===== src/azd_regs.svh =====
// constants of the zero detect block: counts, widths, reset values
// assumes inclusion by bare name from the package and the design modules
`ifndef AZD_REGS_SVH
`define AZD_REGS_SVH

// ****************************************************************
// widths
// ****************************************************************
`define AZD_CH_NUM     6
`define AZD_PAIR_NUM   3
`define AZD_CNT_W      11

// ****************************************************************
// timing counts
// ****************************************************************
// zero samples in a row before a channel counts as silent
`define AZD_ZERO_RUN   11'h400
`define AZD_CNT_ONE    11'h001

// ****************************************************************
// reset values
// ****************************************************************
`define AZD_CNT_RST    11'h000
`define AZD_CH_RST     6'h00
`define AZD_PAIR_RST   3'h0
`define AZD_BIT_RST    1'b0

`endif


===== src/azd_pkg.sv =====
// types of the zero detect block
// assumes azd_regs.svh is on the include path
`include "azd_regs.svh"

package azd_pkg;

   // ****************************************************************
   // one finished word of one channel
   // ****************************************************************
   typedef struct packed {
      logic strobe;
      logic zero;
   } azd_smp_t;

   typedef azd_smp_t [`AZD_CH_NUM-1:0] azd_frame_t;

   // ****************************************************************
   // word framing states
   // ****************************************************************
   typedef enum logic [2:0] {
      AZD_ST_IDLE  = 3'b001,
      AZD_ST_LEFT  = 3'b010,
      AZD_ST_RIGHT = 3'b100
   } azd_state_t;

endpackage


===== src/azd_top.sv =====
// zero flag and zero detect mute logic of a six channel audio converter
// assumes the serial audio pins are asynchronous to clk and are synced here;
// control inputs come from the control register logic on clk;
// word clock high carries the left word, data is taken on rising bit clock
`timescale 1ns/1ps
`include "azd_regs.svh"

module azd_top (
   input  wire logic                   clk,
   input  wire logic                   rst_n,
   input  wire logic                   bit_clock,
   input  wire logic                   word_clock,
   input  wire logic                   serial_input_pair1,
   input  wire logic                   serial_input_pair2,
   input  wire logic                   serial_input_pair3,
   input  wire logic                   zero_mute_enable,
   input  wire logic                   general_output_enable,
   input  wire logic [`AZD_CH_NUM-1:0] general_output_value,
   input  wire logic                   output_phase_invert,
   output logic                        zero_flag_ch1,
   output logic                        zero_flag_ch2,
   output logic                        zero_flag_ch3,
   output logic                        zero_flag_ch4,
   output logic                        zero_flag_ch5,
   output logic                        zero_flag_ch6,
   output logic                        all_channel_zero_flag,
   output logic [`AZD_CH_NUM-1:0]      amp_source_common_mode
);
   import azd_pkg::*;

   // ****************************************************************
   // pin synchronisers
   // ****************************************************************
   logic                     bck_s1_ff;
   logic                     bck_s2_ff;
   logic                     bck_s3_ff;
   logic                     wck_s1_ff;
   logic                     wck_s2_ff;
   logic                     wck_s3_ff;
   logic [`AZD_PAIR_NUM-1:0] dat_s1_ff;
   logic [`AZD_PAIR_NUM-1:0] dat_s2_ff;

   always_ff @(posedge clk or negedge rst_n) begin
      if (!rst_n) begin
         bck_s1_ff <= `AZD_BIT_RST;
         bck_s2_ff <= `AZD_BIT_RST;
         bck_s3_ff <= `AZD_BIT_RST;
         wck_s1_ff <= `AZD_BIT_RST;
         wck_s2_ff <= `AZD_BIT_RST;
         wck_s3_ff <= `AZD_BIT_RST;
         dat_s1_ff <= `AZD_PAIR_RST;
         dat_s2_ff <= `AZD_PAIR_RST;
      end else begin
         bck_s1_ff <= bit_clock;
         bck_s2_ff <= bck_s1_ff;
         bck_s3_ff <= bck_s2_ff;
         wck_s1_ff <= word_clock;
         wck_s2_ff <= wck_s1_ff;
         wck_s3_ff <= wck_s2_ff;
         dat_s1_ff <= {serial_input_pair3, serial_input_pair2, serial_input_pair1};
         dat_s2_ff <= dat_s1_ff;
      end
   end

   // edges seen only from the second stage onward
   logic bck_rise;
   logic wck_rise;
   logic wck_fall;

   assign bck_rise = bck_s2_ff & ~bck_s3_ff;
   assign wck_rise = wck_s2_ff & ~wck_s3_ff;
   assign wck_fall = ~wck_s2_ff & wck_s3_ff;

   // ****************************************************************
   // word framing and nonzero collection
   // ****************************************************************
   // spreads the three pair results onto the left or right channel slots
   function automatic azd_frame_t spread(input logic [`AZD_PAIR_NUM-1:0] nz,
                                         input logic                     right);
      azd_frame_t fr;
      fr = '0;
      for (int i = 0; i < `AZD_PAIR_NUM; i++) begin
         fr[2*i + int'(right)].strobe = 1'b1;
         fr[2*i + int'(right)].zero   = ~nz[i];
      end
      return fr;
   endfunction

   azd_state_t               st_ff;
   azd_state_t               nxt_st;
   logic [`AZD_PAIR_NUM-1:0] nz_ff;
   logic [`AZD_PAIR_NUM-1:0] nxt_nz;
   azd_frame_t               smp_ff;
   azd_frame_t               nxt_smp;
   logic [`AZD_PAIR_NUM-1:0] word_nz;

   // a bit taken in the same cycle as the word edge still belongs to the word
   assign word_nz = nz_ff | (bck_rise ? dat_s2_ff : `AZD_PAIR_RST);

   always_comb begin
      nxt_st  = st_ff;
      nxt_nz  = word_nz;
      nxt_smp = '0;
      case (st_ff)
         AZD_ST_IDLE: begin
            // first partial word is dropped
            nxt_nz = `AZD_PAIR_RST;
            if (wck_rise) begin
               nxt_st = AZD_ST_LEFT;
            end else if (wck_fall) begin
               nxt_st = AZD_ST_RIGHT;
            end
         end
         AZD_ST_LEFT: begin
            if (wck_fall) begin
               nxt_smp = spread(word_nz, 1'b0);
               nxt_nz  = `AZD_PAIR_RST;
               nxt_st  = AZD_ST_RIGHT;
            end
         end
         AZD_ST_RIGHT: begin
            if (wck_rise) begin
               nxt_smp = spread(word_nz, 1'b1);
               nxt_nz  = `AZD_PAIR_RST;
               nxt_st  = AZD_ST_LEFT;
            end
         end
         default: begin
            nxt_st = AZD_ST_IDLE;
            nxt_nz = `AZD_PAIR_RST;
         end
      endcase
   end

   always_ff @(posedge clk or negedge rst_n) begin
      if (!rst_n) begin
         st_ff  <= AZD_ST_IDLE;
         nz_ff  <= `AZD_PAIR_RST;
         smp_ff <= '0;
      end else begin
         st_ff  <= nxt_st;
         nz_ff  <= nxt_nz;
         smp_ff <= nxt_smp;
      end
   end

   // ****************************************************************
   // per channel detectors
   // ****************************************************************
   logic [`AZD_CH_NUM-1:0] det;

   for (genvar c = 0; c < `AZD_CH_NUM; c++) begin : g_det
      // each detector sees only its own channel's samples
      azd_chan_det u_det (
         .clk      (clk),
         .rst_n    (rst_n),
         .sample   (smp_ff[c]),
         .zero_det (det[c])
      );
   end

   // ****************************************************************
   // flag pins and mute controls
   // ****************************************************************
   logic [`AZD_CH_NUM-1:0] flag_raw;
   logic [`AZD_CH_NUM-1:0] flag_ff;
   logic [`AZD_CH_NUM-1:0] nxt_flag;
   logic                   all_ff;
   logic                   nxt_all;
   logic [`AZD_CH_NUM-1:0] mute_ff;
   logic [`AZD_CH_NUM-1:0] nxt_mute;

   always_comb begin
      // one detection result feeds both flags and mute
      flag_raw = det & {`AZD_CH_NUM{~output_phase_invert}};
      nxt_flag = general_output_enable ? general_output_value : flag_raw;
      nxt_all  = &flag_raw;
      nxt_mute = flag_raw & {`AZD_CH_NUM{zero_mute_enable}};
   end

   always_ff @(posedge clk or negedge rst_n) begin
      if (!rst_n) begin
         flag_ff <= `AZD_CH_RST;
         all_ff  <= `AZD_BIT_RST;
         mute_ff <= `AZD_CH_RST;
      end else begin
         flag_ff <= nxt_flag;
         all_ff  <= nxt_all;
         mute_ff <= nxt_mute;
      end
   end

   assign zero_flag_ch1          = flag_ff[0];
   assign zero_flag_ch2          = flag_ff[1];
   assign zero_flag_ch3          = flag_ff[2];
   assign zero_flag_ch4          = flag_ff[3];
   assign zero_flag_ch5          = flag_ff[4];
   assign zero_flag_ch6          = flag_ff[5];
   assign all_channel_zero_flag  = all_ff;
   // high selects the common mode reference instead of the modulator
   assign amp_source_common_mode = mute_ff;

   // ****************************************************************
   // checks
   // ****************************************************************
   AST_FLAG_FOLLOW: assert property (@(posedge clk) disable iff (!rst_n)
      (!output_phase_invert && !general_output_enable) |=> (flag_ff == $past(det)))
      else $error("flag pins do not follow the detectors");

   AST_GPO_VALUE: assert property (@(posedge clk) disable iff (!rst_n)
      general_output_enable |=> (flag_ff == $past(general_output_value)))
      else $error("general output value missing on flag pins");

   AST_ALL_AND: assert property (@(posedge clk) disable iff (!rst_n)
      !output_phase_invert |=> (all_ff == &$past(det)))
      else $error("combined flag is not the AND of the channels");

   AST_MUTE_SET: assert property (@(posedge clk) disable iff (!rst_n)
      (zero_mute_enable && !output_phase_invert) |=> (amp_source_common_mode == $past(det)))
      else $error("mute does not follow detection at once");

   AST_MUTE_OFF: assert property (@(posedge clk) disable iff (!rst_n)
      !zero_mute_enable |=> (amp_source_common_mode == `AZD_CH_RST))
      else $error("mute active while disabled");

   AST_SHARED: assert property (@(posedge clk) disable iff (!rst_n)
      (zero_mute_enable && !general_output_enable) |=> (amp_source_common_mode == flag_ff))
      else $error("flag and mute disagree");

   AST_INVERT_OFF: assert property (@(posedge clk) disable iff (!rst_n)
      (output_phase_invert && !general_output_enable) |=> (flag_ff == `AZD_CH_RST) && !all_ff
                                                          && (mute_ff == `AZD_CH_RST))
      else $error("zero functions active during phase invert");

   AST_LEFT_SLOT: assert property (@(posedge clk) disable iff (!rst_n)
      (st_ff == AZD_ST_LEFT && wck_fall) |=> smp_ff[0].strobe && smp_ff[2].strobe
                                             && !smp_ff[1].strobe && !smp_ff[5].strobe)
      else $error("left word not delivered to odd channels");

   AST_NZ_CLEAR: assert property (@(posedge clk) disable iff (!rst_n)
      (smp_ff[0].strobe && !smp_ff[0].zero) |=> !det[0] ##1 ($past(general_output_enable) || !flag_ff[0]))
      else $error("nonzero sample did not clear channel 1");

   COV_ALL_ZERO: cover property (@(posedge clk) disable iff (!rst_n) $rose(all_ff));
   COV_MUTE:     cover property (@(posedge clk) disable iff (!rst_n) $rose(mute_ff[3]));
   COV_GPO:      cover property (@(posedge clk) disable iff (!rst_n)
                                 general_output_enable && (flag_ff != `AZD_CH_RST));
   COV_RELEASE:  cover property (@(posedge clk) disable iff (!rst_n) $fell(flag_ff[0]));
endmodule


===== src/azd_chan_det.sv =====
// zero run detector for one audio channel
// assumes one sample strobe per word of its own channel, on clk
`timescale 1ns/1ps
`include "azd_regs.svh"

module azd_chan_det (
   input  wire logic             clk,
   input  wire logic             rst_n,
   input  wire azd_pkg::azd_smp_t sample,
   output logic                  zero_det
);
   import azd_pkg::*;

   logic [`AZD_CNT_W-1:0] cnt_ff;
   logic [`AZD_CNT_W-1:0] nxt_cnt;

   // ****************************************************************
   // run counter, saturates at the limit
   // ****************************************************************
   always_comb begin
      nxt_cnt = cnt_ff;
      if (sample.strobe) begin
         if (!sample.zero) begin
            nxt_cnt = `AZD_CNT_RST;
         end else if (cnt_ff != `AZD_ZERO_RUN) begin
            nxt_cnt = cnt_ff + `AZD_CNT_ONE;
         end
      end
   end

   always_ff @(posedge clk or negedge rst_n) begin
      if (!rst_n) begin
         cnt_ff <= `AZD_CNT_RST;
      end else begin
         cnt_ff <= nxt_cnt;
      end
   end

   assign zero_det = (cnt_ff == `AZD_ZERO_RUN);

   // ****************************************************************
   // checks
   // ****************************************************************
   AST_DET_CLEAR: assert property (@(posedge clk) disable iff (!rst_n)
      (sample.strobe && !sample.zero) |=> (cnt_ff == `AZD_CNT_RST) && !zero_det)
      else $error("nonzero sample did not clear the run");

   AST_DET_REACH: assert property (@(posedge clk) disable iff (!rst_n)
      (sample.strobe && sample.zero && cnt_ff == `AZD_ZERO_RUN - `AZD_CNT_ONE) |=> zero_det)
      else $error("zero detect not raised at the run limit");

   AST_DET_EARLY: assert property (@(posedge clk) disable iff (!rst_n)
      $rose(zero_det) |-> $past(sample.strobe) && $past(sample.zero))
      else $error("zero detect raised without a zero sample");

   AST_DET_OWN: assert property (@(posedge clk) disable iff (!rst_n)
      !sample.strobe |=> $stable(cnt_ff))
      else $error("run counter moved without its own sample");

   COV_DET_FULL: cover property (@(posedge clk) disable iff (!rst_n) $rose(zero_det));
endmodule


===== config.mk =====
export PLATFORM = sky130hd
export DESIGN_NAME = azd_top
export DESIGN_NICKNAME = d
export VERILOG_FILES = /design/src/azd_pkg.sv /design/src/azd_top.sv /design/src/azd_chan_det.sv
export VERILOG_INCLUDE_DIRS = /design/src /design/src/src
export SDC_FILE = /design/constraint.sdc
export NUM_CORES = 1
export LEC_CHECK = 0
export ABC_AREA = 0
export BUFFER_PORTS_ARGS = -buffer_cell sky130_fd_sc_hd__buf_2
export CORE_UTILIZATION = 55
export DETAILED_ROUTE_END_ITERATION = 10
export GPL_TIMING_DRIVEN = 0
export PLACE_DENSITY_LB_ADDON = 0.08
export SLEW_MARGIN = 20
export SYNTH_ARGS = -nofsm -noshare
export SYNTH_HDL_FRONTEND = slang
export SYNTH_HIERARCHICAL = 1
export SYNTH_SLANG_ARGS = --single-unit

===== constraint.sdc =====
create_clock -name clk -period 1.65 [get_ports clk]
set_input_delay 0.165 -clock clk [delete_from_list [all_inputs] [get_ports clk]]
set_output_delay 0.165 -clock clk [all_outputs]
set_load 0.1 [all_outputs]

==> metrics.txt, run 1 <==
post-route cell area 6650 µm²; post-route ant nets 0; period utilisation layout 106%; vias in the first global route 4393; largest net degree at the start of global routing 81; GRT Residual Overflow 0; R2R setup slack -0.1 ns; die area 10600 µm²; Post-Syn Instances 577; outcome finished with violations; Post-Syn Area per Cell 9.69 µm²; # port buffers 28; Hold Path Origin general_output_value[4]; CTS Buf Count 9; Initial Util 57.0%; Worst-path clk slew 0.10 ns; initial antenna violation count 0; DP Area 5950 µm²; PwrDens 756 nW/µm²; RSZ-0062 raised after global routing yes; Row Count 36; Critical Path Source g_det[1].u_det/cnt_ff[8]$_DFFE_PN0P_; Pre-antenna DRT Iters 5; crit-path cells or4_4 > or3_4 > a311o_1; H-tree level count 3; CTS tree yes; Mapped Nets 605; Fin. Hold Viols 0; routed via count 4820; # nets final 689; Setup WS pre-CTS -0.630 ns; CTS max path bufs 2; Max IR drop VDD 0.660 mV; failing checks setup timing; Min-Delay Path Class in2reg; first-pass GRT wire length 20.8 mm; Register Area 2660 µm²; reg2reg path depth 3; Pins Over Slew Limit 0; Worst-Skew Late Latency 0.38 ns; post-synthesis sequential area ratio 47.0%; I/O pin count 29; core box area 9820 µm²; hold depth 3; Max Fclk 572 MHz; fill cell count 803; Vias/cell 6.03; leakage power 3.21 nW; Antenna diodes 0; Critical Path End Type flop; Worst Setup Slack, final -0.0995 ns; share of cells above drive strength 1 22.8%; post-route clock skew 0.0118 ns; Die Y 103 µm; GP Congestion 0.823; CP required 1.92 ns; prevailing post-synth register cell dfrtp_1; R2R Path Start g_det[1].u_det/cnt_ff[8]$_DFFE_PN0P_; WHS 0.0232 ns; number of synthesized register bits 105; area taken by multi-input logic gates 2800 µm²; fin crit period 1.75 ns; dpl hpwl 8.09 mm; Hold Path End flag_ff[4]$_DFF_PN0_; synthesized area 5590 µm²; DRC 0; die width 103 µm; crit path kind reg2reg; Layout area overhead 18.9%; startpoint types flop; r2r endpoint g_det[1].u_det/cnt_ff[2]$_DFFE_PN0P_; Post-synth ARST share 100%; Slew HR 65.6%; Iteration-0 DRC Markers 261; TNS Setup -0.859 ns; Yosys warning total 6; WL final 12.8 mm; Root Buffer clkbuf_8; Arr. time, crit path 2.02 ns; clock sinks 105; worst slew pin tran 0.519 ns; Yosys cell types 51; EDFF count, synth 0; Setup violations, final 15; CP Max Fanout 4; Critical-path top delay cell or4_4; Crit path largest cell delay 0.55 ns; routed len/inst 16.0 µm; Max-Cap Viols 0; gr usage total 25.6%
[kinds of logic (layout without fill, tap and decap cells)]
group / count (synthesis) / in the layout / synth area share, %
buf+inv: 53 / 142 / 3.94
flops: 105 / 105 / 47.0
mux: 7 / 7 / 1.25
compound gates: 141 / 141 / 19.1
fa+ha+maj: 12 / 12 / 2.68
xor+xnor: 1 / 1 / 0.157
simple gates: 258 / 258 / 25.9
[repair_timing]
item,CTS,global route
endpoints found under the setup margin,57,30
gates cloned,0,0
buffers inserted,30,12
hold buffers,6,1
hold endpoints to repair,49,1
resized for setup,31,19
pin swaps,10,11
[per-stage QoR]
step,instances,utilization (%),total power [mW]
3_5_place_dp,739,60.6,3.23
6_report,799,67.7,5.03
4_1_cts,786,66.1,5.09
2_1_floorplan,577,-,3.06
5_1_grt,799,67.7,5.27
3_3_place_gp,738,60.3,3.21
[state kept, by name (all words and copies together) (netlist names)]
name / count
g_det.u_det/cnt_ff: 66
smp_ff: 8
amp_source_common_mode: 6
flag_ff: 6
dat_s1_ff: 3
dat_s2_ff: 3
nz_ff: 3
st_ff: 3
all_channel_zero_flag: 1
bck_s1_ff: 1
bck_s2_ff: 1
bck_s3_ff: 1
wck_s1_ff: 1
wck_s2_ff: 1
wck_s3_ff: 1
[worst max-delay path, delay by kind of cell, from the launching register on]
family / cells / cell delay, ns
flops: 1 / 0.41
compound gates: 1 / 0.27
simple gates: 2 / 0.96
[worst max-delay path by stage]
stage	to	slack (ns)	depth (start not counted)
after floorplan	g_det[0].u_det/cnt_ff[2]$_DFFE_PN0P_	-0.06	3
after global placement	g_det[5].u_det/cnt_ff[5]$_DFFE_PN0P_	-0.75	1
after detailed placement	g_det[4].u_det/cnt_ff[7]$_DFFE_PN0P_	-0.63	3
after CTS	g_det[1].u_det/cnt_ff[2]$_DFFE_PN0P_	-0.09	3
after global routing	all_channel_zero_flag$_DFF_PN0_	-0.16	5
final	g_det[1].u_det/cnt_ff[2]$_DFFE_PN0P_	-0.1	3
[final cells by class]
class,count,area share (%)
clock inverter,7,1.67
tap,133,2.50
buffer,6,0.658
multi-input combinational,419,42.1
clock buffer,9,1.86
inverter,42,2.63
sequential,105,40.0
timing repair buffer,78,8.52
[power by group]
part	leakage (nW)	total, mW	switching, mW	internal [mW]
sequential	1.39	2.73	0.0786	2.65
combinational	1.71	0.481	0.314	0.167
clock	0.118	1.82	0.936	0.886
[synth_stat cells (10+ instances only)]
master	count	area share, %
ha_1	12	2.7
a211o_1	10	1.6
nor4_1	13	1.5
and4_1	15	2.3
and3_1	16	1.8
a21oi_1	18	1.6
a221o_1	10	1.8
nand3_1	26	2.3
or4_1	10	1.3
dfrtp_1	104	47
a21o_1	10	1.3
nand2_1	62	4.2
nor3_1	16	1.4
nor2_1	33	2.2
nor2b_1	20	2.2
inv_1	35	2.3
a311o_1	10	1.8
o21ai_0	13	1.2
[layer usage]
metal	wire length (µm)	global-route usage [%]	share of wire, %
met5	0	0	0
met4	237	8.02	1.9
met3	660	6.51	5.2
met2	6210	42.6	49
met1	5660	33.0	44
[cells in the final DEF (no fill, tap or decap), types with 6 or more instances in the layout]
cell           instances
a211o_1               10
a21o_1                10
a21oi_1               18
a221o_1               10
a22o_1                 8
a22oi_1                6
a311o_1               10
a31oi_1                7
and3_1                16
and4_1                15
buf_2                 28
buf_4                 41
clkbuf_8               9
dfrtp_1               81
dfrtp_2               21
dlygate4sd3_1          7
ha_1                  12
inv_1                 30
mux2i_1                7
nand2_1               62
nand2b_1               8
nand3_1               25
nand4_1                8
nor2_1                33
nor2b_1               20
nor3_1                15
nor3b_1                7
nor4_1                13
o21ai_0               13
o21ai_1                6
o2bb2ai_1              7
or3_1                  6
or3_4                  6
or4_4                 11
(Power assumes the default switching activity.)
==> inputs of run 2 (changes only) <==
- ABC_AREA: 0 -> 1
- SLEW_MARGIN: 20 -> 30
==> metrics.txt, run 2 <==
first-pass GRT wire length 19.7 mm; WL final 11.2 mm; Critical-path top delay cell dfrtp_1; Yosys warning total 6; Critical Path End Type flop; Max Fclk 658 MHz; Root Buffer clkbuf_8; Arr. time, crit path 1.78 ns; GP Congestion 0.834; area taken by multi-input logic gates 2720 µm²; top cells by area, synth dfrtp_1 (46%), nand2_1 (16%), nand3_1 (6.3%), inv_1 (4.4%), nor2_1 (4.1%); core box area 9910 µm²; Biggest register g_det.u_det/cnt_ff; most frequent cell after synthesis nand2_1; CP Max Fanout 6; routed via count 4731; # port buffers 28; die area 10800 µm²; # nets final 798; commonest cells in the netlist nand2_1 (240), dfrtp_1 (104), nand3_1 (72); Worst-Skew Late Latency 0.36 ns; crit path buf inv count 0; Worst path top cell family by delay simple AND/OR/NAND/NOR gates; Register Area 2630 µm²; worst slew pin tran 0.613 ns; Core Util, Final 64.8%; largest area contributor in the netlist dfrtp_1; Setup WS pre-CTS 0.0489 ns; dpl hpwl 8.10 mm; sw frac 26.4%; Initial Util 57.6%; routed len/inst 12.3 µm; Critical Path Source g_det[1].u_det/cnt_ff[0]$_DFFE_PN0P_; reg2reg path depth 8; P_int 3.50 mW; R2R Path Start g_det[1].u_det/cnt_ff[0]$_DFFE_PN0P_; max reg flops 66; clock share of power 32.1%; CP required 1.91 ns; CTS tree yes; largest net degree at the start of global routing 56; Layout Cells excl Fill 908; fin crit period 1.52 ns; Vias/cell 5.21; Layout area overhead 12.5%; Iteration-0 DRC Markers 191; period utilisation layout 92.1%; commonest cells after routing, fill and taps aside nand2_1 (240), dfrtp_1 (101), inv_1 (67), nand3_1 (67), nor2_1 (63); Die Y 104 µm; DRC 0; share of cells above drive strength 1 16.3%; Post-Syn Area per Cell 7.96 µm²; Pre-antenna DRT Iters 4; critical path depth 8; startpoint types flop; Comb pwr share 10.8%; post-synthesis sequential area ratio 46.1%; Mapped Nets 745; Worst-path clk slew 0.10 ns; Post-synth ARST share 100%; synthesized area 5710 µm²; Yosys cell types 31; most common cell after layout, fill and taps aside nand2_1; Max IR drop VDD 0.697 mV; Crit path largest cell delay 0.44 ns; post-synth top area share 45.6%; prevailing post-synth register cell dfrtp_1; worst setup path end g_det[1].u_det/cnt_ff[10]$_DFFE_PN0P_; initial antenna violation count 0; Placed Cells 879; Setup violations, final 0; Post-Syn Instances 717; Pins Over Slew Limit 0; hold depth 3; WHS 0.0209 ns; I/O pin count 29; die width 104 µm; CTS Buf Count 9; Fin. Hold Viols 0; GRT Residual Overflow 0; EDFF count, synth 0; R2R setup slack 0.13 ns; r2r endpoint g_det[1].u_det/cnt_ff[10]$_DFFE_PN0P_; Min-Delay Path Class in2reg; fill cell count 828; NetSw 1.26 mW; PwrDens 742 nW/µm²; post-route clock skew 0.00973 ns; CTS max path bufs 2; biggest regs g_det.u_det/cnt_ff x66, smp_ff x8; RSZ-0062 raised after global routing no; H-tree level count 3; Worst Setup Slack, final 0.131 ns; crit path kind reg2reg; number of synthesized register bits 105; leakage power 3.17 nW; Antenna diodes 0; gr usage total 22.3%; Slew HR 59.1%; clock sinks 105; vias in the first global route 4504; outcome complete, no violations; crit-path cells ha_1 > nand3_1 > nor2_1 > nand3_1 > nand2_1 > nand3_1 > nand2_1 > nand2_1; Max-Cap Viols 0; post-route ant nets 0; Row Count 36; Seq pwr share 57.1%
[run 2: cell count changes in the layout (fill, tap and decap cells not counted), moves of 15 or more]
cell / delta
a21oi_1: -18
and3_1: -16
and4_1: -15
buf_4: -37
dfrtp_1: +20
dfrtp_2: -18
inv_1: +37
nand2_1: +178
nand3_1: +42
nor2_1: +30
nor2b_1: -20
o21ai_0: +19
o21ai_2: +15
o21bai_1: +19
[run 2: worst min path at each step]
| stage | start | endpoint | slack (ns) |
|---|---|---|---|
| after global routing | general_output_enable | flag_ff[5]$_DFF_PN0_ | 0.004 |
| after CTS | general_output_value[1] | flag_ff[1]$_DFF_PN0_ | 0.007 |
| after global placement | bit_clock | bck_s1_ff$_DFF_PN0_ | 0.27 |
| after floorplan | rst_n | all_channel_zero_flag$_DFF_PN0_ | -0.13 |
| after detailed placement | rst_n | g_det[2].u_det/cnt_ff[6]$_DFFE_PN0P_ | 0.15 |
| final | general_output_value[3] | flag_ff[3]$_DFF_PN0_ | 0.02 |
[run 2: repair_timing]
item | CTS | global route
hold buffers | 9 | 0
setup buffers | 0 | 4
resized for setup | 0 | 15
endpoints found under the hold margin | 58 | 0
endpoints found under the setup margin | 0 | 40
[run 2: power by group through the flow]
stage	logic, mW	registers (mW)	clock network (mW)
final	0.516	2.72	1.53
after global routing	0.568	2.73	1.71
after CTS	0.518	2.72	1.61
after detailed placement	0.501	2.77	0
after global placement	0.475	2.77	0
after floorplan	0.289	2.81	0
[run 2: worst register-to-register path, delay by kind of cell, from the launching register on]
kind	cells	cell delay, ns
adders and majority gates	1	0.21
DFF	1	0.44
and+or+nand+nor	7	0.78
[run 2: metrics by stage]
stage | instance area (µm²) | power (mW) | setup TNS [ns]
2_1_floorplan | 5710 | 3.10 | 0
3_3_place_gp | 6010 | 3.24 | -80.89
3_5_place_dp | 6050 | 3.27 | 0
4_1_cts | 6330 | 4.84 | 0
5_1_grt | 6420 | 5.01 | 0
6_report | 6420 | 4.76 | 0
[run 2: layer usage]
| metal | up-vias | global-route usage (%) | routed length [µm] |
|---|---|---|---|
| met2 | 84 | 38.9 | 5490 |
| met3 | 14 | 4.26 | 342 |
| met4 | 0 | 7.55 | 114 |
| li1 | 2404 | - | - |
| met1 | 2229 | 27.7 | 5220 |
| met5 | - | 0 | 0 |
[run 2: cell type report]
class | instances | share of cell area, %
Buffer | 13 | 2.34
Tap cell | 133 | 2.59
Clock buffer | 13 | 2.63
Clock inverter | 3 | 0.351
Inverter | 70 | 4.11
Multi-Input combinational cell | 529 | 42.4
Sequential cell | 105 | 41.0
Timing Repair Buffer | 42 | 4.58
[run 2: kinds of logic (layout without fill, tap and decap cells)]
| kind of cell | Yosys count | count (layout) | synth area share (%) |
|---|---|---|---|
| AND/OR/NAND/NOR | 432 | 432 | 33.7 |
| flip-flops | 105 | 105 | 46.1 |
| buffers and inverters | 83 | 141 | 7.26 |
| AO/OA/AOI/OAI | 74 | 74 | 8.68 |
| adder cells (fa/ha/maj) | 12 | 12 | 2.63 |
| XOR/XNOR | 11 | 11 | 1.69 |
==> inputs of run 3 (changes only) <==
- CORE_ASPECT_RATIO: unset -> 0.5
==> metrics.txt, run 3 (synthesized netlist as in run 2, its figures left out) <==
outcome complete, no violations; most common cell after layout, fill and taps aside nand2_1; WL final 11.0 mm; vias in the first global route 4277; CTS Buf Count 9; Row Count 25; TNS Setup 0 ns; Arr. time, crit path 1.76 ns; core box area 9760 µm²; CP most frequent cell nand2_1; area taken by multi-input logic gates 2730 µm²; fin crit period 1.53 ns; Worst-path clk slew 0.07 ns; I/O pin count 29; Core Util, Final 66.6%; fill cell count 816; Max-Cap Viols 0; RSZ-0062 raised after global routing no; CP required 1.88 ns; CTS tree yes; gr usage total 22.0%; crit path kind reg2reg; CP Max Fanout 6; crit path buf inv count 2; max reg flops 66; Worst path top cell family by delay simple AND/OR/NAND/NOR gates; Root Buffer clkbuf_16; NetSw 1.30 mW; post-route clock skew 0.00865 ns; largest net degree at the start of global routing 61; Min-Delay Path Class in2reg; Die Y 74.0 µm; leakage power 3.19 nW; Register Area 2630 µm²; Crit path largest cell delay 0.44 ns; initial antenna violation count 0; Slew HR 62.3%; routed len/inst 12.2 µm; Setup violations, final 0; Initial Util 58.5%; GP Congestion 0.854; Pins Over Slew Limit 0; P_int 4.23 mW; post-route ant nets 0; clock share of power 41.8%; GRT Residual Overflow 0; Vias/cell 5.13; commonest cells after routing, fill and taps aside nand2_1 (239), dfrtp_1 (103), inv_1 (67), nand3_1 (67), nor2_1 (63); Seq pwr share 49.1%; die area 10800 µm²; sw frac 23.5%; Layout area overhead 13.9%; biggest regs g_det.u_det/cnt_ff x66, smp_ff x8; startpoint types flop; dpl hpwl 7.71 mm; # nets final 791; worst slew pin tran 0.565 ns; Worst-Skew Late Latency 0.34 ns; Max Fclk 654 MHz; Antenna diodes 0; Layout Cells excl Fill 903; DRC 0; Critical-path top delay cell dfrtp_2; Fin. Hold Viols 0; Biggest register g_det.u_det/cnt_ff; Comb pwr share 9.1%; Max IR drop VDD 0.541 mV; clock sinks 105; first-pass GRT wire length 19.0 mm; H-tree level count 3; die width 146 µm; crit-path cells inv_1 > ha_1 > nand2_1 > nor3_4 > nand2_1 > nand3_1 > inv_1 > nand2_1 > nand2_1; Iteration-0 DRC Markers 214; Critical Path End Type flop; period utilisation layout 92.6%; Placed Cells 881; # port buffers 28; Pre-antenna DRT Iters 5; routed via count 4635; CTS max path bufs 2; share of cells above drive strength 1 15.6%; PwrDens 851 nW/µm²
[run 3: changes by cell type in the layout (fill, tap and decap cells not counted), moves of 2 or more]
| cell | previous run | this run |
|---|---|---|
| dlygate4sd3_1 | 9 | 6 |
| bufinv_16 | 0 | 2 |
| buf_4 | 4 | 0 |
| clkbuf_8 | 12 | 2 |
| dfrtp_2 | 3 | 1 |
| clkbuf_16 | 0 | 9 |
| dfrtp_1 | 101 | 103 |
[run 3: cell type report]
type | count | area share (%)
sequential | 105 | 40.5
clock buffer | 13 | 4.00
multi-input combinational | 529 | 42.0
buffer | 13 | 2.31
timing repair buffer | 35 | 3.60
inverter | 70 | 4.06
tap | 135 | 2.60
clock inverter | 3 | 1.00
[run 3: timing repair]
action,in CTS,in global routing
hold buffers,6,0
setup buffers,0,0
endpoints found under the hold margin,50,0
resized for setup,0,14
setup endpoints to repair,0,42
[run 3: metal layers]
layer,vias up,part of all wire (%),global-route usage (%)
met3,10,3.3,5.40
met2,64,46,37.1
met5,-,0,0
li1,2392,-,-
met4,0,0.69,5.67
met1,2169,50,29.2
[run 3: worst min-delay path, cell delays in order]
cell and delay [ns]:
buf_2 0.08, nand2_1 0.04, o21ai_0 0.06
[run 3: worst paths after layout]
path / from / endpoint / slack (ns) / depth (start not counted)
max: g_det[0].u_det/cnt_ff[0]$_DFFE_PN0P_ / g_det[0].u_det/cnt_ff[7]$_DFFE_PN0P_ / 0.12 / 9
min: general_output_value[2] / flag_ff[2]$_DFF_PN0_ / 0.04 / 3
max reg2reg: g_det[0].u_det/cnt_ff[0]$_DFFE_PN0P_ / g_det[0].u_det/cnt_ff[7]$_DFFE_PN0P_ / 0.12 / 9
min reg2reg: dat_s1_ff[2]$_DFF_PN0_ / dat_s2_ff[2]$_DFF_PN0_ / 0.35 / 0
max in group asynchronous: rst_n / st_ff[0]$_DFFE_PN1P_ / 0.66 / 3
min in group asynchronous: rst_n / g_det[4].u_det/cnt_ff[6]$_DFFE_PN0P_ / 0.30 / 2
[run 3: metrics by stage]
| step | hold WS, ns | setup slack, ns | instance area (µm²) | total power [mW] |
|---|---|---|---|---|
| 3_5_place_dp | 0.131 | 0.0445 | 6050 | 3.26 |
| 6_report | 0.0367 | 0.122 | 6500 | 5.53 |
| 3_3_place_gp | 0.272 | -0.769 | 6010 | 3.24 |
| 2_1_floorplan | -0.131 | 0.260 | 5710 | 3.10 |
| 5_1_grt | 0.0435 | 0.00481 | 6500 | 5.76 |
| 4_1_cts | 0.0265 | 0.0189 | 6430 | 5.60 |
[run 3: power by group through the flow]
stage,Sequential (mW),Combinational (mW),Clock [mW]
6_report,2.72,0.503,2.31
5_1_grt,2.72,0.561,2.47
4_1_cts,2.72,0.512,2.38
3_5_place_dp,2.77,0.499,0
3_3_place_gp,2.76,0.479,0
2_1_floorplan,2.81,0.289,0
